**src/include/lcam_params.svh**
```systemverilog
// Constants, offsets and field positions of the logic cell
// Functional notes
// - Extended mode forms one seven-input function from a..e1 plus f0 or f1.
// - With f0 selecting, result feeds flop0/flop1; in_f1 packs into flop2/flop3.
// - With f1 selecting, result feeds flop2/flop3; in_f0 packs into flop0/flop1.
// - Arithmetic mode: four 4-input tables feeding two full adders.
// - Carry-only use: adder carry kept, sum dropped for table outputs.
// - Arithmetic controls: clock enable, count enable, direction, add/sub, clear, load.
// - Enable, count, direction and add/sub come from cluster local inputs.
// - Cluster sync clear and load reach all flops, each individually enabled.
// - Carry chain may start only at cluster cell one or five.
// - Upper-half chains continue into next upper half, lower into lower.
// - Final carry-out enters a cell and drives general routing.
// - Long chains link successive clusters vertically up to a column.
// - Shared mode: tables give three-input sum or carry, carry on shared chain.
// - Shared chain may start only at cluster cell one or six.
// - Ordinary clusters bypass the lower half, memory clusters the upper.
// - Cluster clock is tied to its enable; low enable freezes the flops. Here a selected cluster clear still zeroes a flop while the enable is low.
// - Each flop has a cluster clear, two clears per cluster.
`ifndef LCAM_PARAMS_SVH
`define LCAM_PARAMS_SVH
// ----------------------------------------
// Register bus
// ----------------------------------------
`define LCAM_ADDR_W 4
`define LCAM_DATA_W 16
`define LCAM_REG_MODE 4'h0
`define LCAM_REG_FLOP 4'h1
`define LCAM_REG_STATUS 4'h2
`define LCAM_LUT_SEL_BIT 3
`define LCAM_LUT_WORDS 8
`define LCAM_MODE_RST 16'h0000
`define LCAM_FLOP_RST 16'h0000
// ----------------------------------------
// Mode register fields
// ----------------------------------------
`define LCAM_MODE_LSB 0
`define LCAM_EXT_F1 2
`define LCAM_CARRY_ONLY 3
`define LCAM_CARRY_START 4
`define LCAM_SHARED_START 5
`define LCAM_HALF_BYPASS 6
`define LCAM_CARRY_TAP 7
`define LCAM_COUNTER 8
// ----------------------------------------
// Flop register fields
// ----------------------------------------
`define LCAM_BYPASS_LSB 0
`define LCAM_SCLR_LSB 4
`define LCAM_SLOAD_LSB 8
`define LCAM_CLRSEL_LSB 12
// ----------------------------------------
// Cluster geometry
// ----------------------------------------
`define LCAM_CLUSTER_CELLS 10
`define LCAM_HALF_CELLS 5
`define LCAM_CARRY_START_A 0
`define LCAM_CARRY_START_B 4
`define LCAM_SHARED_START_A 0
`define LCAM_SHARED_START_B 5
`define LCAM_CHAIN_CELLS 20
`define LCAM_CHAIN_ARITH_CELLS 10
`endif

```
**src/include/lcam_pkg.sv**
```systemverilog
// Types of the logic cell
package lcam_pkg;
  typedef enum logic [1:0] {LCAM_EXT, LCAM_ARITH, LCAM_SHARED, LCAM_IDLE} lcam_mode_t;
  typedef struct packed {
    logic [15:0] modeCfg;
    logic [15:0] flopCfg;
    logic [3:0] flopQ;
    logic [3:0] cellOut;
    logic carryOut;
    logic sharedOut;
    logic carryTap;
    logic [15:0] rdData;
  } lcam_state_t;
endpackage

```
**src/logic/lcam_cell.sv**
```systemverilog
// Logic cell with extended, arithmetic and shared arithmetic modes
`timescale 1ns/100ps
`include "lcam_params.svh"
module lcam_cell #(
  parameter int CELL_INDEX = 0,
  parameter bit MEMORY_CLUSTER = 1'b0
) (
  input logic ref_clk,
  input logic reset_n,
  input logic [`LCAM_ADDR_W-1:0] busAddr,
  input logic [`LCAM_DATA_W-1:0] busWrData,
  input logic busWrStb,
  input logic busRdStb,
  output logic [`LCAM_DATA_W-1:0] busRdData,
  input logic in_a,
  input logic in_b,
  input logic in_c,
  input logic in_d,
  input logic in_e0,
  input logic in_e1,
  input logic in_f0,
  input logic in_f1,
  input logic clusterClkEn,
  input logic localClkEn,
  input logic localCntEn,
  input logic localUpDown,
  input logic localAddSub,
  input logic clusterSyncClr,
  input logic clusterSyncLoad,
  input logic [1:0] clusterClr,
  input logic carryIn,
  input logic sharedIn,
  output logic [3:0] cellOut,
  output logic carryOut,
  output logic sharedOut,
  output logic carryTap
);
  // ----------------------------------------
  // Helpers
  // ----------------------------------------
  function automatic logic lutPick(input logic [15:0] mask, input logic [3:0] idx);
    lutPick = mask[idx];
  endfunction

  function automatic logic [1:0] fullAdd(input logic x, input logic y, input logic ci);
    fullAdd = {(x & y) | (ci & (x ^ y)), x ^ y ^ ci};
  endfunction

  localparam int LUT_WORDS = `LCAM_LUT_WORDS;
  localparam bit CARRY_START_OK =
    (CELL_INDEX == `LCAM_CARRY_START_A) || (CELL_INDEX == `LCAM_CARRY_START_B);
  localparam bit SHARED_START_OK =
    (CELL_INDEX == `LCAM_SHARED_START_A) || (CELL_INDEX == `LCAM_SHARED_START_B);
  localparam bit BYPASSABLE =
    MEMORY_CLUSTER ? (CELL_INDEX >= `LCAM_HALF_CELLS) : (CELL_INDEX < `LCAM_HALF_CELLS);

  lcam_pkg::lcam_state_t st;
  lcam_pkg::lcam_state_t nx;
  lcam_pkg::lcam_mode_t mode;
  logic [LUT_WORDS*16-1:0] maskFlat;
  logic fSel;
  logic lut7;
  logic [3:0] loIdx;
  logic [3:0] hiIdx;
  logic w0;
  logic w1;
  logic w2;
  logic w3;
  logic isArith;
  logic isShared;
  logic counting;
  logic carryOnly;
  logic invB;
  logic carryStartUse;
  logic chainCin;
  logic shIn;
  logic opA0;
  logic opB0;
  logic opA1;
  logic opB1;
  logic [1:0] add0;
  logic [1:0] add1;
  logic halfBypass;
  logic startRefused;
  logic ce;
  logic [3:0] clrHit;
  logic [3:0] dVal;
  logic [3:0] loadVal;
  logic [15:0] rdMux;

  // ----------------------------------------
  // Table masks
  // ----------------------------------------
  lcam_lut_mem #(
    .WORDS(LUT_WORDS),
    .WIDTH(16),
    .AW(3)
  ) uMem (
    .ref_clk(ref_clk),
    .reset_n(reset_n),
    .wrEn(busWrStb && busAddr[`LCAM_LUT_SEL_BIT]),
    .wrAddr(busAddr[2:0]),
    .wrData(busWrData),
    .maskFlat(maskFlat)
  );

  // ----------------------------------------
  // Datapath
  // ----------------------------------------
  assign mode = lcam_pkg::lcam_mode_t'(st.modeCfg[`LCAM_MODE_LSB +: 2]);
  assign isArith = (mode == lcam_pkg::LCAM_ARITH);
  assign isShared = (mode == lcam_pkg::LCAM_SHARED);
  assign fSel = st.modeCfg[`LCAM_EXT_F1];
  assign counting = st.modeCfg[`LCAM_COUNTER] && isArith;
  assign carryOnly = st.modeCfg[`LCAM_CARRY_ONLY];
  assign lut7 = maskFlat[{fSel ? in_f1 : in_f0, in_e1, in_e0, in_d, in_c, in_b, in_a}];
  assign loIdx = {in_f0, in_c, in_b, in_a};
  assign hiIdx = {in_f1, in_e1, in_e0, in_d};
  assign w0 = lutPick(maskFlat[15:0], loIdx);
  assign w1 = lutPick(maskFlat[31:16], loIdx);
  assign w2 = lutPick(maskFlat[47:32], hiIdx);
  assign w3 = lutPick(maskFlat[63:48], hiIdx);
  // Direction and add/sub only flip operand B; carry-in supplies the +1
  assign invB = counting ? ~localUpDown : localAddSub;
  assign carryStartUse = st.modeCfg[`LCAM_CARRY_START] && CARRY_START_OK;
  // Start carry is 1 for subtract or up count: the inverted B or the up-count step needs its +1 here
  assign chainCin = carryStartUse ? (isShared ? 1'b0 : invB ^ counting) : carryIn;
  assign shIn = (st.modeCfg[`LCAM_SHARED_START] && SHARED_START_OK) ? 1'b0 : sharedIn;
  assign opA0 = (counting && !isShared) ? st.flopQ[0] : w0;
  assign opA1 = (counting && !isShared) ? st.flopQ[1] : w2;
  assign opB0 = isShared ? shIn : ((counting ? 1'b0 : w1) ^ invB);
  assign opB1 = isShared ? w1 : ((counting ? 1'b0 : w3) ^ invB);
  assign add0 = fullAdd(opA0, opB0, chainCin);
  assign add1 = fullAdd(opA1, opB1, add0[1]);
  assign halfBypass = st.modeCfg[`LCAM_HALF_BYPASS] && BYPASSABLE;
  assign startRefused = (st.modeCfg[`LCAM_CARRY_START] && !CARRY_START_OK) ||
                        (st.modeCfg[`LCAM_SHARED_START] && !SHARED_START_OK);
  assign ce = clusterClkEn && localClkEn;
  assign loadVal = {in_d, in_c, in_b, in_a};
  assign rdMux = busAddr[`LCAM_LUT_SEL_BIT] ? maskFlat[{busAddr[2:0], 4'h0} +: 16] :
                 (busAddr == `LCAM_REG_MODE) ? st.modeCfg :
                 (busAddr == `LCAM_REG_FLOP) ? st.flopCfg :
                 (busAddr == `LCAM_REG_STATUS) ?
                 {8'h00, startRefused, st.carryTap, st.sharedOut, st.carryOut, st.flopQ} :
                 16'h0000;

  // ----------------------------------------
  // Next state
  // ----------------------------------------
  always_comb begin
    nx = st;
    dVal = 4'h0;
    clrHit = 4'h0;
    case (mode)
      lcam_pkg::LCAM_EXT: begin
        if (fSel) begin
          dVal = {lut7, lut7, in_f0, in_f0};
        end else begin
          dVal = {in_f1, in_f1, lut7, lut7};
        end
      end
      lcam_pkg::LCAM_ARITH, lcam_pkg::LCAM_SHARED: begin
        // Carry-only use keeps table outputs and drops the sum
        dVal[0] = carryOnly ? w0 : add0[0];
        dVal[1] = carryOnly ? w2 : add1[0];
        dVal[2] = dVal[0];
        dVal[3] = dVal[1];
      end
      default: begin
        dVal = 4'h0;
      end
    endcase
    for (int k = 0; k < 4; k++) begin
      clrHit[k] = clusterClr[st.flopCfg[`LCAM_CLRSEL_LSB + k]];
      // Clear taken at the edge, ahead of the enable, in this one-clock model
      if (clrHit[k]) begin
        nx.flopQ[k] = 1'b0;
      end else if (ce) begin
        if (clusterSyncClr && st.flopCfg[`LCAM_SCLR_LSB + k]) begin
          nx.flopQ[k] = 1'b0;
        end else if (clusterSyncLoad && st.flopCfg[`LCAM_SLOAD_LSB + k]) begin
          nx.flopQ[k] = loadVal[k];
        end else if (!(counting && k < 2 && !localCntEn)) begin
          nx.flopQ[k] = dVal[k];
        end
      end
      nx.cellOut[k] = st.flopCfg[`LCAM_BYPASS_LSB + k] ? dVal[k] : nx.flopQ[k];
    end
    // Outputs are registered, so each cell adds one cycle along a chain
    if (halfBypass) begin
      nx.carryOut = carryIn;
      nx.sharedOut = sharedIn;
    end else if (isArith || isShared) begin
      nx.carryOut = add1[1];
      nx.sharedOut = isShared ? w3 : 1'b0;
    end else begin
      nx.carryOut = 1'b0;
      nx.sharedOut = 1'b0;
    end
    nx.carryTap = st.modeCfg[`LCAM_CARRY_TAP] ? carryIn : 1'b0;
    if (busWrStb && busAddr == `LCAM_REG_MODE) begin
      nx.modeCfg = busWrData;
    end
    if (busWrStb && busAddr == `LCAM_REG_FLOP) begin
      nx.flopCfg = busWrData;
    end
    nx.rdData = busRdStb ? rdMux : 16'h0000;
  end

  always_ff @(posedge ref_clk or negedge reset_n) begin
    if (!reset_n) begin
      st <= '{modeCfg: `LCAM_MODE_RST, flopCfg: `LCAM_FLOP_RST, default: '0};
    end else begin
      st <= nx;
    end
  end

  assign busRdData = st.rdData;
  assign cellOut = st.cellOut;
  assign carryOut = st.carryOut;
  assign sharedOut = st.sharedOut;
  assign carryTap = st.carryTap;

  logic [2:0] arithRef;
  assign arithRef = 3'({1'b0, w2, w0} + {1'b0, w3 ^ invB, w1 ^ invB} + {2'b00, chainCin});
endmodule

```
**src/logic/lcam_lut_mem.sv**
```systemverilog
// Table mask memory of the logic cell
`timescale 1ns/100ps
module lcam_lut_mem #(
  parameter int WORDS = 8,
  parameter int WIDTH = 16,
  parameter int AW = 3
) (
  input logic ref_clk,
  input logic reset_n,
  input logic wrEn,
  input logic [AW-1:0] wrAddr,
  input logic [WIDTH-1:0] wrData,
  output logic [WORDS*WIDTH-1:0] maskFlat
);
  // ----------------------------------------
  // Storage
  // ----------------------------------------
  // Whole array is visible at once, every table reads its mask in parallel
  logic [WORDS*WIDTH-1:0] mem_reg;
  always_ff @(posedge ref_clk or negedge reset_n) begin
    if (!reset_n) begin
      mem_reg <= '0;
    end else if (wrEn) begin
      mem_reg[wrAddr*WIDTH +: WIDTH] <= wrData;
    end
  end
  assign maskFlat = mem_reg;
endmodule
```
**config.mk**
```make
export PLATFORM = sky130hd
export DESIGN_NAME = lcam_cell
export DESIGN_NICKNAME = d
export VERILOG_FILES = /design/src/include/lcam_pkg.sv /design/src/logic/lcam_cell.sv /design/src/logic/lcam_lut_mem.sv
export VERILOG_INCLUDE_DIRS = /design/src /design/src/include
export SDC_FILE = /design/constraint.sdc
export NUM_CORES = 1
export LEC_CHECK = 0
export BUFFER_PORTS_ARGS = -buffer_cell sky130_fd_sc_hd__buf_4
export CORE_MARGIN = 2
export CORE_UTILIZATION = 60
export CTS_CLUSTER_DIAMETER = 200
export DETAILED_ROUTE_END_ITERATION = 10
export PLACE_DENSITY = 0.86
export REMOVE_ABC_BUFFERS = 1
export SLEW_MARGIN = 30
export SYNTH_ARGS = -nofsm -noshare
export SYNTH_HDL_FRONTEND = slang
export SYNTH_SLANG_ARGS = --single-unit
```
**constraint.sdc**
```tcl
create_clock -name ref_clk -period 3.7 [get_ports ref_clk]
set_input_delay 0.74 -clock ref_clk [delete_from_list [all_inputs] [get_ports ref_clk]]
set_output_delay 0.74 -clock ref_clk [all_outputs]
set_load 0.05 [all_outputs]
```
# == Word-level counts from Yosys, hierarchy flattened ==
# Cells that the tools add are included.
# op_classes
eq_ne,4
muxes,65
n_reduce_logical,21
bitwise_logic,14
addsub,1
shifts,3
n_lt_le_gt_ge,7
# op_table
op,n
$bwmux W128,1
$shift A16 B34 Y128 const A,1
$shiftx A128 B8 Y16,1
$shiftx A16 B34 Y128,1
$mux W16,4
$mux W1,50
$neg A7 Y34,1
$bmux W1 S4,4
$logic_and A1 B1 Y1,15
$lt A4 B5 Y1 const B,2
$lt A1 B2 Y1 const B,4
$lt A7 B8 Y1 const B,1
$pmux W4 S2,1
$bmux W1 S7,1
$mux W7,1
$xor A1 B1 Y1,7
$and A1 B1 Y1,4
$eq A4 B1 Y1 const B,1
$eq A4 B2 Y1 const B,1
$logic_not A4 Y1,1
$mux W2,2
$mux W4,1
$eq A2 B1 Y1 const B,1
$eq A2 B2 Y1 const B,1
other kinds (6),8
# word_totals
in_bits,43
ff_bits,187
out_inout_bits,23
wordCells,124

# == Depth between registers and ports, before layout ==
# Gate-level depths: netlist (run 1).
# depth
word_depth,17
ltp_mapped,18
ltp_nobuf,16

# == Modules after synthesis ==
# From an unflattened synthesis (run 1), not the netlist that was laid out.
# hier_totals
cells_unflattened,955
area_unflattened_um2,11060.6
# by_module_without_submodules
module,area_per_inst_um2,instances,seq_area_each_um2,cells_per_inst
lcam_cell,5630.4,1,1476.4,503
lcam_lut_mem,5430.2,1,3203.1,452

# == Least setup slack after synthesis (run 1) ==
# OpenSTA, ideal clock, no wires.
# synth_path
path_type,in2reg
startpoint,in in_a
endpoint,reg st (netlist bit cellOut[3])
cell_stages,18
n_path_buf,2
setup_time_ns,0.125
setup_slack_ns,-0.169
t_arrival_ns,3.745
required_ns,3.575
cell_sequence,buf_6 buf_12 mux4_2 nor2_1 a221oi_1 nor2_1 a21oi_1 xnor2_1 a211oi_1 a31oi_1 fa_1 fa_1 nor2_1 a21oi_1 nor2b_1 clkinv_1 a41oi_2 mux2_2
# synth_rtl
element,line_no,source
start: declaration,lcam_cell.sv:15,"input logic in_a,"
end signal: assignment,lcam_cell.sv:214,st <= nx;
end: declaration,lcam_cell.sv:57,lcam_pkg::lcam_state_t st;

==> flow_metrics.py, run 1 <==
metrics = {
    "sta": {
        "min_period_ns": 3.50,
        "hold_violations": 0,
        "rsz0062_at_grt": "false",
        "final.setup.tns_ns": 0,
        "max_freq_ghz": 0.285,
        "setup_violations": 0,
        "fin_worst_skew_ns": 0.0107,
        "maxSlewViolCount": 0,
        "worst_slew_pin_slew_ns": 0.728,
        "min_period_over_period_pct": 94.7,
        "relSlewSlack_pct": 51.5,
    },
    "worst_hold_path": {
        "hold_class": "in2async",
    },
    "drt": {
        "first_iter_violations": 1069,
        "drtAntennaViolNets": 0,
        "vias_per_cell": 6.78,
        "first_pass_iters": 6,
        "routedWlPerCell_um": 25.2,
        "drt-total-wl_um": 31100,
        "route.vias.total": 8359,
        "remaining_drc_errors": 0,
    },
    "clock_network": {
        "cts_root_buf": "clkbuf_16",
        "numCtsBuffers": 17,
        "clk_pin_slew_worst_paths_ns": 0.07,
        "cts_max_path_buffers": 2,
        "htree_levels": 4,
        "cts_resized": 0,
        "cts_hold_buf": 0,
        "cts_setup_buffers": 0,
        "clk_latency_ns": 0.45,
        "cts_tree": "built",
        "cts.sink_count": 187,
    },
    "synth": {
        "synth_cell_types": 50,
        "syn_inst": 955,
        "yosysTopAreaCell": "dfrtp_1",
        "synth_area_um2": 10300,
        "synth-seq-cells": 187,
        "synth-edff-count": 0,
        "synth_most_common_cell": "nand2_1",
        "avgSynthCellArea_um2": 10.8,
        "synth_top_area_share_pct": 45.2,
        "synth_common_cells": "216 x nand2_1, 187 x dfrtp_1, 112 x o21ai_0",
        "yosysSeqAreaShare_pct": 45.2,
        "synthArstFlopShare_pct": 100,
        "ys.flop_type": "dfrtp_1",
        "synth_warnings": 0,
        "synth_area_leaders": "dfrtp_1 45%, mux4_2 14%, nand2_1 7.8%, mux2_2 6.9%, o21ai_0 5.4%",
    },
    "pwr": {
        "vdd_drop_max_mv": 0.342,
        "power_density_nw_per_um2": 496,
        "leakage_uw": 0.00515,
    },
    "setup_path": {
        "arrival_ns": 3.84,
        "critPathLaunchType": "register",
        "worstSetupPathType": "reg2reg",
        "endpoint_kind": "register",
        "crit_top_cell": "nor2_1",
        "critPathSlowestCell": "fa_1",
        "cp_max_fo": 3,
        "cp_data_required_time_ns": 4.04,
        "slowest_delay_ns": 0.49,
        "worstPathCellList": "mux4_2, nor2_1, a221oi_1, nor2_1, a21oi_2, xnor2_1, a211oi_1, a31oi_1, fa_1, fa_1, nor2_1, a21oi_1, nor2b_1, clkinv_1, a41oi_2, mux2_2",
    },
    "placed_design": {
        "dp_hpwl_um": 21700,
        "placed_area_um2": 11000,
        "io_buffers": 65,
        "place_congestion": 0.988,
    },
    "finish": {
        "drive_above_1_share_pct": 27.3,
        "fin_nets": 1050,
        "fin_area_um2": 11600,
        "area_growth_pct": 12.3,
        "n_antenna_cell": 0,
        "finish.utilization_pct": 68.1,
    },
    "global_route": {
        "grt_max_degree": 81,
        "grt_pass1_wl_um": 47600,
        "grt_antenna_before_repair": 0,
        "grt_usage_pct": 35.1,
        "grt-ovfl-total": 0,
        "first_global_vias": 8192,
    },
    "die": {
        "coreArea_um2": 17100,
        "die_x_um": 135,
        "die_y_um": 135,
        "top_level_ports": 66,
        "start_util_pct": 60.6,
        "dieArea_um2": 18300,
        "num_rows": 48,
    },
    "flow_run": {
        "maxCapViolations": 0,
    },
    "status": {
        "status": "completed",
    },
}
## cell families (layout without fill, tap and decap cells)
family	count (synthesis)	in the layout	synth area share [%]
and+or+nand+nor	306	306	12.7
muxes	159	159	23.9
AOI/OAI and AO/OA	194	194	11.7
buffers and inverters	95	148	4.69
DFF	187	187	45.2
xor gates and xnor gates	2	2	0.169
adders and majority gates	12	12	1.60
## worst max-delay path: cells and delay by family, from the launching register on
kind	cells	cell delay, ns
AND/OR/NAND/NOR	4	0.36
adder cells (fa/ha/maj)	2	0.91
multiplexers	2	0.76
XOR/XNOR	1	0.13
buffers and inverters	1	0.06
AO/OA/AOI/OAI	6	0.71
flip-flops	1	0.46
## layout by cell type (no fill, tap or decap), types with 3 or more instances in the layout
master and n:
nand2_1 216, inv_1 8, o21ai_0 112, nor2_1 29, clkinv_4 3, o32ai_1 3
ha_1 10, mux2i_1 31, clkbuf_16 17, inv_8 4, inv_6 4, a22oi_1 23
and3_1 5, nor2b_1 25, a22o_1 10, mux4_2 63, mux2_2 63, and2_1 6
a221oi_1 10, nand4_1 7, o211ai_1 6, dfrtp_1 186, nand3_1 5, buf_4 103
a21oi_1 10
## report_power, final
part | switching, µW | internal (µW)
combinational | 695 | 586
sequential | 300 | 2330
clock | 883 | 956
## worst paths after layout
kind / startpoint / endpoint / slack [ns] / cells after the start
max: uMem.maskFlat[19] / cellOut[3] / 0.20 / 16
min: reset_n / busRdData[1] / 0.29 / 1
max reg2reg: uMem.maskFlat[19] / cellOut[3] / 0.20 / 16
min reg2reg: uMem.maskFlat[100] / uMem.maskFlat[100] / 0.52 / 2
max in group asynchronous: reset_n / uMem.maskFlat[15] / 2.42 / 2
min in group ref_clk: uMem.maskFlat[100] / uMem.maskFlat[100] / 0.52 / 2
## per-layer routing
metal	global-route usage [%]	wire length, µm
met4	15.5	1280
met1	45.9	11500
met2	55.2	14900
met3	9.88	3330
met5	0	0
## sequential cells by signal, indices dropped and copies added, names as in the netlist
signal and count:
fSel 1, carryOut 1, sharedOut 1, uMem.maskFlat 128, halfBypass 1, cellOut 4
busRdData 16, carryTap 1, carryStartUse 1, carryOnly 1, mode 2, st 30
## layout make-up
type / count / area, µm²
flip-flops and latches: 187 / 4680
well taps: 225 / 282
repair buffers: 106 / 818
clock buffers: 18 / 429
multi-input cells: 673 / 5220
fillers: 1232 / 5440
inverters: 10 / 37.5
clock inverters: 14 / 149
## through the flow
step / hold WS [ns] / std cells / worst slack, ns / total power (µW)
after CTS: 0.297 / 1233 / 0.174 / 5720
after global routing: 0.322 / 1233 / 0.000793 / 5950
final: 0.286 / 1233 / 0.196 / 5760
after global placement: 0.481 / 1201 / -0.235 / 3850
after detailed placement: 0.500 / 1201 / -0.280 / 3900
after floorplan: 0.444 / 870 / -0.168 / 3340
(Power assumes the default switching activity.)
==> run 2: changes to the inputs <==
- CELL_PAD_IN_SITES_DETAIL_PLACEMENT: unset -> 0
- CELL_PAD_IN_SITES_GLOBAL_PLACEMENT: unset -> 1
- CORE_UTILIZATION: 60 -> 35
- PLACE_DENSITY: 0.86 -> 0.68
- clock period: 3.7 -> 3.35 ns (I/O delays scaled with it)
==> run 2 against run 1 <==
Compared with the run above: the run now ends with setup timing left; sequential share of layout area fell by 2.0 points; final area rose by 5.1%; clock skew rose by 0.0020 ns; worst setup slack got worse by 0.27 ns; clock power rose by 15%; utilization fell by 26 points; die area rose by 69%; critical path type is now in2reg.
==> flow_metrics.py, run 2 (same netlist as run 1, synthesis figures left out) <==
metrics = {
    "placed_design": {
        "io_buffers": 65,
        "pre_cts_slack_ns": -0.657,
        "placed_area_um2": 11500,
        "place_congestion": 0.939,
        "dp_hpwl_um": 25000,
        "dp.cells": 1400,
    },
    "drt": {
        "first_iter_violations": 795,
        "met2_wirelength_um": 15800,
        "drt-total-wl_um": 33900,
        "maxUsedRoutingLayer": "met4",
        "route.vias.total": 8052,
        "first_pass_iters": 5,
        "routedWlPerCell_um": 23.6,
        "drt-met1-wl_um": 15000,
        "remaining_drc_errors": 0,
        "vias_per_cell": 5.62,
        "drtAntennaViolNets": 0,
        "met3_length_um": 2110,
    },
    "clock_network": {
        "cts_max_path_buffers": 2,
        "numCtsBuffers": 17,
        "clk_pin_slew_worst_paths_ns": 0.07,
        "cts_hold_buf": 0,
        "cts.sink_count": 187,
        "cts_tree": "built",
        "cts_root_buf": "clkbuf_16",
        "clk_latency_ns": 0.44,
        "htree_levels": 4,
    },
    "finish": {
        "area_growth_pct": 18.0,
        "final_cells": 1434,
        "fin_area_um2": 12200,
        "drive_above_1_share_pct": 31.0,
        "fin_nets": 1091,
        "largest_reg_flops": 128,
        "layout_commonest_cell": "nand2_1",
        "final_cell_mix": "216 x nand2_1, 187 x dfrtp_1, 144 x buf_4",
    },
    "sta": {
        "rsz0062_at_grt": "true",
        "relSlewSlack_pct": 60.3,
        "max_freq_ghz": 0.292,
        "fin_worst_skew_ns": 0.0128,
        "setup_violations": 1,
        "min_period_over_period_pct": 102,
        "min_period_ns": 3.42,
        "hold_violations": 0,
        "setup_ws_ns": -0.0728,
        "worst_slew_pin_slew_ns": 0.596,
        "maxSlewViolCount": 0,
    },
    "setup_path": {
        "cp_data_required_time_ns": 3.68,
        "worstPathCellList": "buf_4, mux4_2, mux2i_2, a21oi_2, xnor2_1, a211oi_2, a31oi_2, fa_2, fa_1, nor2_1, a21oi_1, nor2b_1, inv_2, a41oi_2, mux2_2",
        "critPathLaunchType": "input pin",
        "critPathSlowestCell": "mux4_2",
        "regToRegStartpoint": "uMem.maskFlat[19]",
        "worstSetupPathType": "in2reg",
        "cp_max_fo": 6,
        "r2r_end": "cellOut[3]",
        "slowest_delay_ns": 0.53,
        "r2r_slack_ns": -0.06,
        "path_delay_family": "multiplexers",
        "endpoint_kind": "register",
        "timing.reg2reg.worst_path_depth": 16,
        "crit_buf_inv": 2,
        "arrival_ns": 3.75,
    },
    "worst_hold_path": {
        "hold_class": "in2async",
    },
    "die": {
        "top_level_ports": 66,
        "die_x_um": 176,
        "die_y_um": 176,
        "start_util_pct": 35.7,
        "coreArea_um2": 28900,
        "dieArea_um2": 30900,
        "num_rows": 62,
    },
    "global_route": {
        "first_global_vias": 8204,
        "grt-ovfl-total": 0,
        "grt_usage_pct": 22.8,
        "grt_antenna_before_repair": 1,
        "grt_max_degree": 64,
        "grt_pass1_wl_um": 52100,
    },
    "flow_run": {
        "maxCapViolations": 0,
    },
    "pwr": {
        "leakage_uw": 0.00539,
        "power_density_nw_per_um2": 535,
        "vdd_drop_max_mv": 0.374,
        "p_total_uw": 6530,
    },
    "status": {
        "violations": "setup timing",
        "status": "finished with violations",
    },
}
run 2: layout make-up:
class	count	area, µm²
Sequential cell	187	4680
Inverter	10	37.5
Timing Repair Buffer	147	1130
Tap cell	384	480
Antenna cell	1	2.50
Clock inverter	11	135
Clock buffer	21	470
Multi-Input combinational cell	673	5260
Fill cell	2774	16700
run 2: layer usage:
metal | track usage (%) | vias up
met5 | 0 | -
met4 | 7.89 | 0
met3 | 3.31 | 58
met2 | 36.2 | 292
met1 | 32.0 | 4101
li1 | - | 3601
run 2: worst register-to-register path, stage by stage (launching register included):
cell and delay, ns:
dfrtp_1 0.42, mux4_2 0.49, nor2_2 0.11, a221oi_2 0.05, nor2_1 0.13, a21oi_2 0.06, xnor2_1 0.15, a211oi_2 0.23
a31oi_2 0.08, fa_2 0.37, fa_1 0.48, nor2_1 0.04, a21oi_1 0.13, nor2b_1 0.09, inv_2 0.07, a41oi_2 0.12
mux2_2 0.29
run 2: power breakdown:
part / leakage [µW] / internal (µW) / switching [µW]
combinational: 0.00261 / 716 / 809
sequential: 0.00249 / 2580 / 317
clock: 0.000292 / 1170 / 938
total: 0.00539 / 4470 / 2060
run 2: worst max-delay path by stage:
| stage | start | end | slack [ns] | cells after the start |
|---|---|---|---|---|
| global placement | in_b | cellOut[3] | -0.57 | 15 |
| finish | in_b | cellOut[3] | -0.07 | 15 |
| CTS | uMem.maskFlat[19] | cellOut[3] | -0.08 | 16 |
| global route | uMem.maskFlat[19] | cellOut[3] | -0.20 | 16 |
| floorplan | busAddr[0] | uMem.maskFlat[64] | -0.45 | 6 |
| detailed placement | in_b | cellOut[3] | -0.66 | 15 |
run 2: timing repair:
item	in CTS	in global routing
setup buffers	1	0
resized for setup	5	9
endpoints found under the setup margin	4	4
pin swaps	2	3
run 2: through the flow:
stage          TNS [ns]  util (%)  hold slack [ns]
6_report        -0.0728      42.2            0.221
2_1_floorplan     -7.37         -            0.374
3_3_place_gp      -2.30      39.9            0.487
3_5_place_dp      -2.83      39.9            0.495
5_1_grt          -0.333      42.2            0.248
4_1_cts         -0.0814      42.0            0.236
==> run 3: changes to the inputs <==
- REMOVE_ABC_BUFFERS: 1 -> unset
==> run 3 against run 2 <==
Compared with the run above: the flow still finishes with violations (setup timing); die area stayed put; non-clock buffer count is 11 lower; clock skew is 0.0032 ns lower; clock power is 2% lower; critical path depth is 1 higher; maximum frequency is 1.8% higher; via count is 1.1% lower; sequential cell count stayed put; worst setup slack better by 0.061 ns; cell count is 0.84% lower; global-route usage is 0.057 points higher; critical path type is now reg2reg.
==> flow_metrics.py, run 3 (same netlist as run 1, synthesis figures left out) <==
metrics = {
    "drt": {
        "routedWlPerCell_um": 23.9,
        "vias_per_cell": 5.60,
        "route.vias.total": 7967,
        "drtAntennaViolNets": 0,
        "first_pass_iters": 5,
        "remaining_drc_errors": 0,
        "drt-total-wl_um": 34000,
        "first_iter_violations": 804,
    },
    "flow_run": {
        "maxCapViolations": 0,
    },
    "global_route": {
        "first_global_vias": 8071,
        "use_met1_pct": 33.1,
        "grt-ovfl-total": 0,
        "grt_max_degree": 81,
        "use_met2_pct": 35.6,
        "grt_antenna_before_repair": 1,
        "met3_usage_pct": 3.23,
        "grt_pass1_wl_um": 52000,
        "grt.busiest_layer": "met2",
        "grt_usage_pct": 22.9,
    },
    "finish": {
        "multi_input_area_um2": 5270,
        "area_growth_pct": 17.1,
        "seq_area_um2": 4680,
        "fill_cells": 2800,
        "final_cell_mix": "216 x nand2_1, 186 x dfrtp_1, 132 x buf_4",
        "layout_commonest_cell": "nand2_1",
        "largest_reg_flops": 128,
        "drive_above_1_share_pct": 30.3,
        "finish.utilization_pct": 41.8,
        "fin_nets": 1080,
    },
    "setup_path": {
        "worstSetupPathType": "reg2reg",
        "crit_top_cell": "nor2_1",
        "path_delay_family": "adder cells",
        "arrival_ns": 3.69,
        "critPathLaunchType": "register",
        "regToRegStartpoint": "uMem.maskFlat[16]",
        "cp_max_fo": 3,
        "timing.reg2reg.worst_path_depth": 16,
        "critPathSlowestCell": "mux4_2",
        "cp_data_required_time_ns": 3.68,
        "slowest_delay_ns": 0.48,
        "r2r_slack_ns": -0.01,
        "crit_buf_inv": 1,
        "endpoint_kind": "register",
        "r2r_end": "cellOut[3]",
        "worstPathCellList": "mux4_2, nor2_2, a221oi_2, nor2_1, a21oi_2, xnor2_2, a211oi_2, a31oi_1, fa_2, fa_1, nor2_1, a21oi_1, nor2b_2, inv_2, a41oi_2, mux2_2",
    },
    "die": {
        "start_util_pct": 35.7,
        "dieArea_um2": 30900,
        "die_x_um": 176,
        "coreArea_um2": 28900,
        "num_rows": 62,
        "top_level_ports": 66,
        "die_y_um": 176,
    },
    "sta": {
        "maxSlewViolCount": 0,
        "hold_violations": 0,
        "rsz0062_at_grt": "true",
        "min_period_over_period_pct": 100,
        "max_freq_ghz": 0.297,
        "setup_violations": 1,
        "min_period_ns": 3.36,
        "final.setup.tns_ns": -0.0120,
        "fin_worst_skew_ns": 0.00958,
        "worst_slew_pin_slew_ns": 0.879,
        "relSlewSlack_pct": 41.4,
        "setup_ws_ns": -0.0120,
    },
    "clock_network": {
        "cts.sink_count": 187,
        "clk_latency_ns": 0.44,
        "clk_pin_slew_worst_paths_ns": 0.07,
        "cts_tree": "built",
        "numCtsBuffers": 17,
        "cts_max_path_buffers": 2,
        "cts_root_buf": "clkbuf_16",
        "htree_levels": 4,
    },
    "placed_design": {
        "io_buffers": 65,
        "place_congestion": 0.919,
        "pre_cts_slack_ns": -0.464,
        "dp_hpwl_um": 24800,
    },
    "synth": {
        "synth_fp_nets": 1010,
    },
    "pwr": {
        "vdd_drop_max_mv": 0.370,
        "leakage_uw": 0.00533,
        "p_total_uw": 6470,
        "power_density_nw_per_um2": 534,
    },
    "status": {
        "violations": "setup timing",
        "status": "finished with violations",
    },
    "worst_hold_path": {
        "hold_class": "in2async",
    },
}
==> run 3: changes by cell type in the layout (fill, tap and decap cells not counted), sizes merged <==
cell      change
clkbuf        -2
clkinv        +1
inv           +1
clkinvlp      -1
buf          -11
==> run 3: layout make-up <==
| class | count | share of cell area (%) |
|---|---|---|
| antenna | 1 | 0.0207 |
| clock buffer | 19 | 3.66 |
| clock inverter | 12 | 1.16 |
| inverter | 10 | 0.310 |
| multi-input combinational | 673 | 43.5 |
| sequential | 187 | 38.7 |
| tap | 384 | 3.97 |
| timing repair buffer | 136 | 8.72 |
==> run 3: worst register-to-register path: stages, from the launching register on <==
cell and delay, ns:
dfrtp_1 0.44, mux4_2 0.48, nor2_2 0.11, a221oi_2 0.06, nor2_1 0.12, a21oi_2 0.06
xnor2_2 0.14, a211oi_2 0.19, a31oi_1 0.08, fa_2 0.35, fa_1 0.48, nor2_1 0.04
a21oi_1 0.15, nor2b_2 0.08, inv_2 0.06, a41oi_2 0.12, mux2_2 0.29
==> run 3: metrics by stage <==
step	instance area, µm²	cells	hold WS [ns]
6_report	12100	1422	0.276
5_1_grt	12100	1422	0.320
4_1_cts	12100	1421	0.301
3_5_place_dp	11500	1390	0.499
3_3_place_gp	11500	1390	0.489
2_1_floorplan	10400	955	0.374
==> run 3: worst max-delay path by stage <==
stage                       from    endpoint  slack, ns  cells past startpoint
2_1_floorplan               in_a  cellOut[3]      -0.32                     18
5_1_grt        uMem.maskFlat[16]  cellOut[3]      -0.20                     16
6_report       uMem.maskFlat[16]  cellOut[3]      -0.01                     16
4_1_cts        uMem.maskFlat[16]  cellOut[3]       0.01                     16
3_3_place_gp                in_b  cellOut[3]      -0.48                     15
3_5_place_dp                in_b  cellOut[3]      -0.46                     15
==> run 3: layer usage <==
layer,share of wire (%),vias up
met3,6.2,31
met2,46,296
met4,2.0,0
li1,-,3580
met5,0,-
met1,46,4060
==> run 3: what timing repair did <==
| action | CTS | global route |
|---|---|---|
| pin swaps | 0 | 1 |
| gates resized for setup | 3 | 9 |
| setup endpoints to repair | 1 | 6 |
| hold buffers | 0 | 0 |
| setup buffers | 0 | 1 |
==> run 3: report_power, final <==
part / leakage (µW) / switching (µW) / internal [µW]
clock: 0.000287 / 944 / 1130
combinational: 0.00256 / 805 / 701
sequential: 0.00249 / 313 / 2580
